**src/hw/utmi_port_pkg.sv**
```systemverilog
package utmi_port_pkg;
  // ----------------------------------------
  // Timing
  // ----------------------------------------
  localparam int CLK_MHZ     = 250;
  localparam int LINK_MHZ    = 60;
  localparam int DIV_HALF    = (CLK_MHZ / (2 * LINK_MHZ) < 1) ? 1 : CLK_MHZ / (2 * LINK_MHZ);
  localparam int SYNC_TICKS  = 4;
  localparam int EOP_TICKS   = 2;
  // ----------------------------------------
  // Codes
  // ----------------------------------------
  localparam logic [1:0] XCVR_HS      = 2'h0;
  localparam logic [1:0] XCVR_FS      = 2'h1;
  localparam logic [1:0] XCVR_LS      = 2'h2;
  localparam logic [1:0] XCVR_LS_FSE  = 2'h3;
  localparam logic [1:0] OPM_NORMAL   = 2'h0;
  localparam logic [1:0] OPM_NONDRIVE = 2'h1;
  localparam logic [1:0] OPM_BYPASS   = 2'h2;
  localparam logic [1:0] AXI_OKAY     = 2'h0;
  localparam logic [1:0] AXI_SLVERR   = 2'h2;
  // ----------------------------------------
  // Register map
  // ----------------------------------------
  localparam int         ADDR_W       = 8;
  localparam logic [7:0] REG_CTRL     = 8'h00;
  localparam logic [7:0] REG_STATUS   = 8'h04;
  localparam logic [7:0] REG_TXDATA   = 8'h08;
  localparam logic [7:0] REG_RXDATA   = 8'h0c;
  localparam logic [7:0] REG_EVENT    = 8'h10;
  localparam int         CTRL_HOST    = 0;
  localparam int         RX_LAST      = 8;
  localparam int         EVT_DISC     = 0;
  localparam logic       HOST_RST     = 1'h0;
  localparam logic       ID_RST       = 1'h1;
  typedef struct packed {
    logic       hostDisc;
    logic       idDig;
    logic       rxFull;
    logic       txReady;
    logic       rxActive;
    logic       linkRst;
    logic       txValid;
    logic       suspended;
    logic [1:0] opMode;
    logic       termSel;
    logic [1:0] xcvrSel;
  } status_t;
  typedef enum logic [3:0] {
    TX_IDLE = 4'h1, TX_SYNC = 4'h2, TX_DATA = 4'h4, TX_EOP = 4'h8
  } tx_state_t;
  typedef enum logic [2:0] {
    RX_IDLE = 3'h1, RX_ACTIVE = 3'h2, RX_END = 3'h4
  } rx_state_t;
endpackage : utmi_port_pkg

```
**src/hw/reg_bus_if.sv**
```systemverilog
`timescale 1ns/1ns
interface reg_bus_if;
  logic        wrEn;
  logic [7:0]  wrAddr;
  logic [31:0] wrData;
  logic [3:0]  wrStrb;
  logic        wrHit;
  logic [7:0]  rdAddr;
  logic [31:0] rdData;
  logic        rdHit;
  modport slave (output wrEn, wrAddr, wrData, wrStrb, rdAddr,
                 input  wrHit, rdData, rdHit);
  modport regs  (input  wrEn, wrAddr, wrData, wrStrb, rdAddr,
                 output wrHit, rdData, rdHit);
endinterface : reg_bus_if

```
**src/hw/pin_sync.sv**
```systemverilog
`timescale 1ns/1ns
module pin_sync #(
  parameter int               WIDTH = 1,
  parameter logic [WIDTH-1:0] INIT  = '0
) (
  // System
  input  wire logic             clock,
  input  wire logic             srst,
  // Pins
  input  wire logic [WIDTH-1:0] pinIn,
  output logic      [WIDTH-1:0] synced
);
  typedef struct packed {
    logic [WIDTH-1:0] s1;
    logic [WIDTH-1:0] s2;
    logic [WIDTH-1:0] s3;
    logic [WIDTH-1:0] out;
  } sync_state_t;
  sync_state_t q;
  sync_state_t d;
  // A bit only moves once two later stages agree, so a metastable
  // first stage never reaches the output directly.
  always_comb begin
    d    = q;
    d.s1 = pinIn;
    d.s2 = q.s1;
    d.s3 = q.s2;
    for (int i = 0; i < WIDTH; i++) begin
      if (q.s2[i] == q.s3[i]) begin
        d.out[i] = q.s3[i];
      end
    end
  end
  always_ff @(posedge clock) begin
    if (srst) begin
      q <= {INIT, INIT, INIT, INIT};
    end else begin
      q <= d;
    end
  end
  assign synced = q.out;
endmodule : pin_sync

```
**src/hw/axi_lite_slave.sv**
```systemverilog
`timescale 1ns/1ns
module axi_lite_slave
  import utmi_port_pkg::*;
(
  // System
  input  wire logic        clock,
  input  wire logic        srst,
  // Write channels
  input  wire logic        awvalid,
  output logic             awready,
  input  wire logic [7:0]  awaddr,
  input  wire logic        wvalid,
  output logic             wready,
  input  wire logic [31:0] wdata,
  input  wire logic [3:0]  wstrb,
  output logic             bvalid,
  input  wire logic        bready,
  output logic      [1:0]  bresp,
  // Read channels
  input  wire logic        arvalid,
  output logic             arready,
  input  wire logic [7:0]  araddr,
  output logic             rvalid,
  input  wire logic        rready,
  output logic      [31:0] rdata,
  output logic      [1:0]  rresp,
  // Register side
  reg_bus_if.slave         bus
);
  typedef struct packed {
    logic        awHave;
    logic        wHave;
    logic [7:0]  addr;
    logic [31:0] data;
    logic [3:0]  strb;
    logic        bvalid;
    logic [1:0]  bresp;
    logic        rvalid;
    logic [31:0] rdata;
    logic [1:0]  rresp;
  } axi_state_t;
  axi_state_t q;
  axi_state_t d;
  assign awready    = ~q.awHave & ~q.bvalid;
  assign wready     = ~q.wHave & ~q.bvalid;
  assign arready    = ~q.rvalid;
  assign bus.wrEn   = q.awHave & q.wHave;
  assign bus.wrAddr = q.addr;
  assign bus.wrData = q.data;
  assign bus.wrStrb = q.strb;
  assign bus.rdAddr = araddr;
  always_comb begin
    d = q;
    if (awvalid && awready) begin
      d.awHave = 1'b1;
      d.addr   = awaddr;
    end
    if (wvalid && wready) begin
      d.wHave = 1'b1;
      d.data  = wdata;
      d.strb  = wstrb;
    end
    if (q.awHave && q.wHave) begin
      d.awHave = 1'b0;
      d.wHave  = 1'b0;
      d.bvalid = 1'b1;
      d.bresp  = bus.wrHit ? AXI_OKAY : AXI_SLVERR;
    end
    if (q.bvalid && bready) begin
      d.bvalid = 1'b0;
    end
    if (arvalid && arready) begin
      d.rvalid = 1'b1;
      d.rdata  = bus.rdData;
      d.rresp  = bus.rdHit ? AXI_OKAY : AXI_SLVERR;
    end
    if (q.rvalid && rready) begin
      d.rvalid = 1'b0;
    end
  end
  always_ff @(posedge clock) begin
    if (srst) begin
      q <= '0;
    end else begin
      q <= d;
    end
  end
  assign bvalid = q.bvalid;
  assign bresp  = q.bresp;
  assign rvalid = q.rvalid;
  assign rdata  = q.rdata;
  assign rresp  = q.rresp;
endmodule : axi_lite_slave

```
**src/hw/utmi_link_port.sv**
```systemverilog
// Functional notes
// - Transceiver select: 00 HS, 01 FS, 10 LS, 11 LS data with FS edges.
// - Termination select low enables HS termination, high enables FS termination.
// - Transmit ready acknowledges each byte taken into the holding register.
// - Transmit valid rising starts SYNC; falling starts end-of-packet.
// - Suspend input low enters low-power suspend and stops clocks; high runs.
// - Host-mode suspend removes pull-up; device pull-down follows termination select.
// - Charge input high connects VBUS charging resistor; low disconnects it.
// - Receive active rises on start of packet and holds during reception.
// - Operating mode: 0 normal, 1 non-driving no terminations, 2 coding bypass.
// - ID output reports sampled ID pin: 0 mini-A, 1 mini-B.
// - ID pull-up input high enables ID sampling, low disables sampler.
// - Block supplies the link clock and drives txReady, rxActive, rxValid and dataOut on it.
// - Line state bit 0 follows D+, bit 1 follows D-.
// - Line state codes: SE0 0, J 1, K 2, SE1 3.
// - Line state is combinational in suspend, synchronised to link clock otherwise.
// - Data bus is eight bits, bidirectional, bit 7 most significant.
// - Host disconnect flags device removal in HS host mode and clears on entering low power.
`timescale 1ns/1ns
module utmi_link_port
  import utmi_port_pkg::*;
(
  // System
  input  wire logic        clock,
  input  wire logic        srst,
  // Register bus
  input  wire logic        awvalid,
  output logic             awready,
  input  wire logic [7:0]  awaddr,
  input  wire logic        wvalid,
  output logic             wready,
  input  wire logic [31:0] wdata,
  input  wire logic [3:0]  wstrb,
  output logic             bvalid,
  input  wire logic        bready,
  output logic      [1:0]  bresp,
  input  wire logic        arvalid,
  output logic             arready,
  input  wire logic [7:0]  araddr,
  output logic             rvalid,
  input  wire logic        rready,
  output logic      [31:0] rdata,
  output logic      [1:0]  rresp,
  // Link control pins
  input  wire logic [1:0]  xcvrSel,
  input  wire logic        termSel,
  input  wire logic [1:0]  opMode,
  input  wire logic        suspend_n,
  input  wire logic        txValid,
  input  wire logic        linkReset,
  input  wire logic        chargeVbus,
  input  wire logic        idPullup,
  // Data bus
  input  wire logic [7:0]  dataIn,
  output logic      [7:0]  dataOut,
  output logic             dataOe,
  // Link status pins
  output logic             clkOut,
  output logic             txReady,
  output logic             rxActive,
  output logic             rxValid,
  output logic      [1:0]  lineState,
  output logic             idDig,
  output logic             hostDisc,
  // Cable side
  input  wire logic        dpIn,
  input  wire logic        dmIn,
  input  wire logic        idIn,
  // Analog front-end controls
  output logic             hsTermEn,
  output logic             fsTermEn,
  output logic             pullupEn,
  output logic             pulldownEn,
  output logic             chargePathEn,
  output logic             idSamplerEn,
  output logic             usbDriveEn,
  output logic             sendSync,
  output logic             sendEop,
  output logic             bypassCoding,
  output logic             speedHs,
  output logic             speedFs,
  output logic             speedLs,
  output logic             fsEdgeRate
);
  // ----------------------------------------
  // Pin synchronisers and register bus
  // ----------------------------------------
  localparam int         SYNC_W    = 21;
  localparam int         DIV_W     = $clog2(DIV_HALF + 1);
  localparam logic [DIV_W-1:0] DIV_LAST = DIV_W'(DIV_HALF - 1);
  localparam logic [2:0] SYNC_LAST = 3'(SYNC_TICKS - 1);
  localparam logic [2:0] EOP_LAST  = 3'(EOP_TICKS - 1);
  localparam logic [SYNC_W-1:0] SYNC_INIT = 21'h000020;
  logic [SYNC_W-1:0] syncOut;
  logic [1:0]        xcvrS, opS;
  logic [7:0]        dataS;
  logic              termS, suspNS, txValidS, linkRst, chargeS, idPullS, dpS, dmS, idS;
  reg_bus_if         bus ();
  pin_sync #(.WIDTH (SYNC_W), .INIT (SYNC_INIT)) u_pin_sync (
    .clock, .srst,
    .pinIn  ({dataIn, idIn, dmIn, dpIn, idPullup, chargeVbus, linkReset,
              txValid, suspend_n, opMode, termSel, xcvrSel}),
    .synced (syncOut)
  );
  assign {dataS, idS, dmS, dpS, idPullS, chargeS, linkRst,
          txValidS, suspNS, opS, termS, xcvrS} = syncOut;
  axi_lite_slave u_axi (
    .clock, .srst, .awvalid, .awready, .awaddr, .wvalid, .wready, .wdata, .wstrb,
    .bvalid, .bready, .bresp, .arvalid, .arready, .araddr, .rvalid, .rready, .rdata,
    .rresp, .bus (bus)
  );
  // ----------------------------------------
  // State
  // ----------------------------------------
  typedef struct packed {
    logic [DIV_W-1:0] div;
    logic             clkOut;
    logic             hostMode;
    tx_state_t        txState;
    logic [2:0]       txCnt;
    logic [7:0]       txByte;
    logic             txReady;
    rx_state_t        rxState;
    logic             rxFull;
    logic [7:0]       rxByte;
    logic             rxLast;
    logic             rxValid;
    logic [7:0]       dataOut;
    logic             dataOe;
    logic [1:0]       lineSamp;
    logic             idDig;
    logic             hostDisc;
    logic             suspPrev;
  } port_state_t;
  port_state_t q;
  port_state_t d;
  logic    suspended, tick, nonDrive, wrSel, rxPush, rxTake, discSet, suspRise;
  status_t status;
  assign suspended = ~suspNS;
  assign nonDrive  = (opS == OPM_NONDRIVE);
  // Link clock rises when the high half starts; suspend freezes it low.
  assign tick      = ~suspended & ~q.clkOut & (q.div == DIV_LAST);
  assign wrSel     = bus.wrEn & bus.wrStrb[0];
  assign rxTake    = tick & ~linkRst & (q.rxState == RX_ACTIVE) & q.rxFull;
  assign rxPush    = wrSel & (bus.wrAddr == REG_RXDATA) & (~q.rxFull | rxTake);
  assign discSet   = wrSel & (bus.wrAddr == REG_EVENT) & bus.wrData[EVT_DISC]
                     & q.hostMode & (xcvrS == XCVR_HS);
  assign suspRise  = suspended & ~q.suspPrev;
  // ----------------------------------------
  // Next state
  // ----------------------------------------
  always_comb begin
    d          = q;
    d.suspPrev = suspended;
    if (suspended) begin
      d.div    = '0;
      d.clkOut = 1'b0;
    end else if (q.div == DIV_LAST) begin
      d.div    = '0;
      d.clkOut = ~q.clkOut;
    end else begin
      d.div = q.div + DIV_W'(1);
    end
    if (wrSel && bus.wrAddr == REG_CTRL) begin
      d.hostMode = bus.wrData[CTRL_HOST];
    end
    if (idPullS) begin
      d.idDig = idS;
    end
    // Disconnect event wins over the low-power clear in the same cycle.
    d.hostDisc = discSet | (q.hostDisc & ~suspRise);
    if (tick) begin
      d.lineSamp = {dmS, dpS};
    end
    if (rxTake) begin
      d.rxFull = 1'b0;
    end
    if (rxPush) begin
      d.rxFull = 1'b1;
      d.rxByte = bus.wrData[7:0];
      d.rxLast = bus.wrData[RX_LAST];
    end
    if (linkRst) begin
      d.txState = TX_IDLE;
      d.txCnt   = '0;
      d.txReady = 1'b0;
      d.rxState = RX_IDLE;
      d.rxValid = 1'b0;
    end else if (tick) begin
      unique case (q.txState)
        TX_IDLE: begin
          d.txReady = 1'b0;
          if (txValidS && !nonDrive) begin
            d.txState = TX_SYNC;
            d.txCnt   = '0;
          end
        end
        TX_SYNC: begin
          if (!txValidS) begin
            d.txState = TX_EOP;
            d.txCnt   = '0;
          end else if (q.txCnt == SYNC_LAST) begin
            d.txState = TX_DATA;
          end else begin
            d.txCnt = q.txCnt + 3'h1;
          end
        end
        TX_DATA: begin
          if (txValidS) begin
            d.txByte  = dataS;
            d.txReady = 1'b1;
          end else begin
            d.txReady = 1'b0;
            d.txState = TX_EOP;
            d.txCnt   = '0;
          end
        end
        TX_EOP: begin
          if (q.txCnt == EOP_LAST) begin
            d.txState = TX_IDLE;
          end else begin
            d.txCnt = q.txCnt + 3'h1;
          end
        end
      endcase
      unique case (q.rxState)
        RX_IDLE: begin
          d.rxValid = 1'b0;
          if (q.rxFull) begin
            d.rxState = RX_ACTIVE;
          end
        end
        RX_ACTIVE: begin
          d.rxValid = q.rxFull;
          if (q.rxFull) begin
            d.dataOut = q.rxByte;
            if (q.rxLast) begin
              d.rxState = RX_END;
            end
          end
        end
        RX_END: begin
          d.rxValid = 1'b0;
          d.rxState = RX_IDLE;
        end
      endcase
    end
    // The bus turns round only while receiving and the link is not sending.
    d.dataOe = (d.rxState != RX_IDLE) & ~txValidS;
  end
  always_ff @(posedge clock) begin
    if (srst) begin
      q          <= '0;
      q.hostMode <= HOST_RST;
      q.txState  <= TX_IDLE;
      q.rxState  <= RX_IDLE;
      q.idDig    <= ID_RST;
    end else begin
      q <= d;
    end
  end
  // ----------------------------------------
  // Register read and decode
  // ----------------------------------------
  assign status = '{hostDisc: q.hostDisc, idDig: q.idDig, rxFull: q.rxFull,
                    txReady: q.txReady, rxActive: (q.rxState != RX_IDLE),
                    linkRst: linkRst, txValid: txValidS, suspended: suspended,
                    opMode: opS, termSel: termS, xcvrSel: xcvrS};
  always_comb begin
    bus.rdHit  = 1'b1;
    bus.rdData = '0;
    unique case (bus.rdAddr)
      REG_CTRL:   bus.rdData[CTRL_HOST] = q.hostMode;
      REG_STATUS: bus.rdData = 32'(status);
      REG_TXDATA: bus.rdData[7:0] = q.txByte;
      REG_RXDATA: bus.rdData[8:0] = {q.rxLast, q.rxByte};
      REG_EVENT:  bus.rdData = '0;
      default:    bus.rdHit = 1'b0;
    endcase
  end
  assign bus.wrHit = (bus.wrAddr == REG_CTRL) | (bus.wrAddr == REG_STATUS)
                   | (bus.wrAddr == REG_TXDATA) | (bus.wrAddr == REG_RXDATA)
                   | (bus.wrAddr == REG_EVENT);
  // ----------------------------------------
  // Outputs
  // ----------------------------------------
  assign clkOut       = q.clkOut;
  assign txReady      = q.txReady;
  assign rxActive     = (q.rxState != RX_IDLE);
  assign rxValid      = q.rxValid;
  assign dataOut      = q.dataOut;
  assign dataOe       = q.dataOe;
  // Raw pins in suspend: the link clock is stopped then, so no sampling.
  assign lineState    = suspended ? {dmIn, dpIn} : q.lineSamp;
  assign idDig        = q.idDig;
  assign hostDisc     = q.hostDisc;
  assign hsTermEn     = ~termS & ~nonDrive;
  assign fsTermEn     = termS & ~nonDrive;
  assign pullupEn     = termS & ~nonDrive & ~(q.hostMode & suspended);
  assign pulldownEn   = ~nonDrive & (q.hostMode | termS);
  assign chargePathEn = chargeS;
  assign idSamplerEn  = idPullS;
  assign usbDriveEn   = ~nonDrive & (q.txState != TX_IDLE);
  assign sendSync     = (q.txState == TX_SYNC);
  assign sendEop      = (q.txState == TX_EOP);
  assign bypassCoding = (opS == OPM_BYPASS);
  assign speedHs      = (xcvrS == XCVR_HS);
  assign speedFs      = (xcvrS == XCVR_FS);
  assign speedLs      = xcvrS[1];
  assign fsEdgeRate   = (xcvrS == XCVR_FS) | (xcvrS == XCVR_LS_FSE);
endmodule : utmi_link_port

```
**config.mk**
```make
export PLATFORM = sky130hd
export DESIGN_NAME = utmi_link_port
export DESIGN_NICKNAME = d
export VERILOG_FILES = /design/src/hw/utmi_port_pkg.sv /design/src/hw/reg_bus_if.sv /design/src/hw/pin_sync.sv /design/src/hw/axi_lite_slave.sv /design/src/hw/utmi_link_port.sv
export SDC_FILE = /design/constraint.sdc
export NUM_CORES = 1
export LEC_CHECK = 0
export BUFFER_PORTS_ARGS = -buffer_cell sky130_fd_sc_hd__buf_2
export CAP_MARGIN = 25
export CORE_ASPECT_RATIO = 0.9
export CORE_MARGIN = 4
export CORE_UTILIZATION = 57
export CTS_CLUSTER_DIAMETER = 50
export DETAILED_ROUTE_END_ITERATION = 8
export GPL_TIMING_DRIVEN = 0
export PLACE_DENSITY = 0.84
export REMOVE_ABC_BUFFERS = 1
export SLEW_MARGIN = 15
export SYNTH_ARGS = -nofsm -noshare
export SYNTH_HDL_FRONTEND = slang
export SYNTH_SLANG_ARGS = --single-unit
```
**constraint.sdc**
```tcl
create_clock -name clock -period 3.3 [get_ports clock]
set_input_delay 0.165 -clock clock [delete_from_list [all_inputs] [get_ports clock]]
set_output_delay 0.165 -clock clock [all_outputs]
set_load 0.005 [all_outputs]
```
==> qor.csv <==
metric,value,unit
status,"complete, no violations",
ff2ff_setup_slack,1.06,ns
port_buffers,104,
synth_ff_type,dfxtp_1,
worstSetupStartpointType,register,
critPathRequiredTime,3.60,ns
diodes,0,
tns,0,ns
min_period,2.24,ns
dp_hpwl,9.55,mm
path_class,register to register,
rsz0062_at_grt,no,
crit_arrival,2.53,ns
seq_area_frac_synth,52.2,%
clock_latency,0.42,ns
wl,14.3,mm
syn_inst,686,
final_cell_mix,"dfxtp_1 (169), buf_2 (103), nand2_1 (80)",
synthArstFlopShare,0,%
slowest_stage,nand4b_1,
ios,152,
timing.rr.end,dataOut[3]$_SDFFE_PP0P_,
tritoncts,yes,
die_w,120,microns
core_area,10900,sq um
hold_viol,0,
crit_path_max_incr_delay,0.64,ns
drt_iter0_drc,326,
finalNonFillerCells,954,
area_growth,20.6,%
worst_pin_slew,1.00,ns
drv_cap,0,
num_rows,36,
vias_per_cell,5.23,
dp_slack,1.06,ns
end_kind,register,
layout_commonest_cell,dfxtp_1,
cts.sinks,169,
grt_pass1_wl,23.0,mm
cts-root-buf,clkbuf_16,
power.ir.vdd_worst,0.000440,V
slew_violations,0,
powerDensity,560,nW/um^2
finalSetupViolCount,0,
yosysWarnings,0,
slew_headroom,33.0,%
via_count,4991,
synth_cell_type_count,60,
synth-seq-cells,169,
r2r_cells,4,
antenna_found_initial,0,
leakage,3.28,nW
period_share,67.7,%
grt_pass1_vias,4951,
cp-startpoint,u_pin_sync.synced[5]$_SDFFE_PP1N_,
grt_util_all_layers,22.3,%
fin_nets,873,
drtAntennaViolNets,0,
worst_hold_path_type,primary input to register,
cts-resized-gates,0,
drt_pass1_iterations,5,
globalplace.congestion,0.853,
overflow,0,
fp.dieH,109,microns
fillCellCount,777,
crit_buf_inv,0,
power.total,0.00438,W
die_area,13100,sq um
crit_path_cell_trace,and3b_1 > nand4b_1 > mux2i_1 > nor2_1,
start_util,59.2,%
cp.depth,4,
skew,0.0131,ns
cts_buffers,17,
rr_startpoint,u_pin_sync.synced[5]$_SDFFE_PP1N_,
grt_max_degree,96,
place_inst,884,
setup_ws,1.06,ns
endpoint,dataOut[3]$_SDFFE_PP0P_,
critPathMaxFanout,11,
clk_pin_slew_worst_paths,0.07,ns
drive_gt1_share,20.4,%
fmax,447,MHz
final_util,71.4,%
post_cts_buffers,0,
h-tree-depth,4,
path_delay_family,simple AND/OR/NAND/NOR gates,
synth_area,6480,sq um
avgSynthCellArea,9.44,sq um
synth_edf_count,0,
wl_per_cell,15.0,microns
drc,0,
cts_buffer_depth,2,
-- worst reg2reg max path, delay by kind of cell (launching register included) --
family           cells  cell delay (ns)
DFF                  1             0.55
and+or+nand+nor      3             1.19
muxes                1             0.37
-- synth_stat cells (all sizes together), types with 2 or more instances --
| library cell | instances | area share (%) |
|---|---|---|
| nand2b | 10 | 0.97 |
| nand3 | 11 | 0.93 |
| mux2 | 10 | 1.7 |
| nand2 | 80 | 4.6 |
| or2 | 4 | 0.39 |
| and2 | 4 | 0.39 |
| nor3 | 4 | 0.31 |
| o21ai | 35 | 2.7 |
| nor4 | 4 | 0.71 |
| nor2 | 46 | 2.7 |
| clkbuf | 28 | 1.6 |
| nor4b | 3 | 0.50 |
| or3 | 2 | 0.19 |
| a21bo | 8 | 1.2 |
| dfxtp | 169 | 52 |
| a32oi | 6 | 0.81 |
| inv | 10 | 0.58 |
| nand3b | 5 | 0.64 |
| mux2i | 24 | 3.7 |
| ha | 4 | 0.77 |
| a22oi | 9 | 1.0 |
| nor2b | 68 | 6.6 |
| or4b | 2 | 0.31 |
| buf | 51 | 5.8 |
| a21oi | 60 | 4.7 |
| a311oi | 2 | 0.27 |
| nand4b | 3 | 0.41 |
| or4 | 5 | 0.70 |
-- metrics by stage --
step	hold WS [ns]	area, sq um
3_5_place_dp	0.360	6830
2_1_floorplan	0.227	6070
3_3_place_gp	0.356	6790
4_1_cts	0.00149	7810
6_report	0.00966	7810
5_1_grt	0.0265	7810
-- layer usage --
metal | track usage [%] | vias up | wire, microns
met5 | 0 | - | 0
met4 | 10.1 | 0 | 354
met3 | 7.00 | 29 | 922
met2 | 39.9 | 140 | 7230
met1 | 24.5 | 2368 | 5780
li1 | - | 2454 | -
-- where the power goes --
group,total [W],switching (W),leakage [nW],internal (W)
Combinational,0.000251,0.000134,1.62,0.000116
Clock,0.00199,0.000841,0.292,0.00115
Sequential,0.00213,0.0000337,1.38,0.00210
Total,0.00438,0.00101,3.28,0.00337
-- timing repair --
action,4_1_cts,5_1_grt
endpoints found under the setup margin,0,0
hold endpoints to repair,38,0
hold buffers,38,0
-- cell type report --
class | count | area (sq um) | area share (%)
clock inverter | 14 | 160 | 2.05
sequential | 169 | 3380 | 43.3
inverter | 10 | 37.5 | 0.481
clock buffer | 18 | 439 | 5.62
timing repair buffer | 143 | 935 | 12.0
tap | 152 | 190 | 2.44
multi-input combinational | 448 | 2670 | 34.1
-- state kept, by name, summed over array words and instances, names as in the netlist --
signal and count:
idDig 1, u_pin_sync.synced 21, dataOut 8, dataOe 1, hostDisc 1, u_pin_sync.d 42, u_axi.rresp 1, u_axi.bus.wrStrb 1
u_pin_sync.q 21, u_axi.rdata 13, clkOut 1, txReady 1, u_axi.bresp 1, u_axi.q 2, rxValid 1, u_axi.bus.wrData 9
q 34, u_axi.bvalid 1, u_axi.rvalid 1, u_axi.bus.wrAddr 8
-- how the worst min path moves through the flow --
stage,cells past startpoint,startpoint,end,slack (ns)
2_1_floorplan,1,srst,hostDisc$_SDFF_PP0_,0.23
3_3_place_gp,2,suspend_n,u_pin_sync.d[47]$_SDFF_PP1_,0.36
3_5_place_dp,2,suspend_n,u_pin_sync.d[47]$_SDFF_PP1_,0.36
4_1_cts,3,wdata[4],u_axi.bus.wrData[4]$_SDFFE_PP0P_,0.001
5_1_grt,3,bready,u_axi.bvalid$_SDFFE_PP0N_,0.03
6_report,3,wdata[4],u_axi.bus.wrData[4]$_SDFFE_PP0P_,0.01
-- cells by family after synthesis --
group / Yosys count / synth area share, %
muxes: 35 / 5.79
and+or+nand+nor: 255 / 20.7
buffers and inverters: 89 / 7.96
other: 1 / 0.0579
DFF: 169 / 52.2
adders and majority gates: 4 / 0.773
AOI/OAI and AO/OA: 132 / 12.3
xor gates and xnor gates: 1 / 0.135
Power figures use the tool's default switching activity.
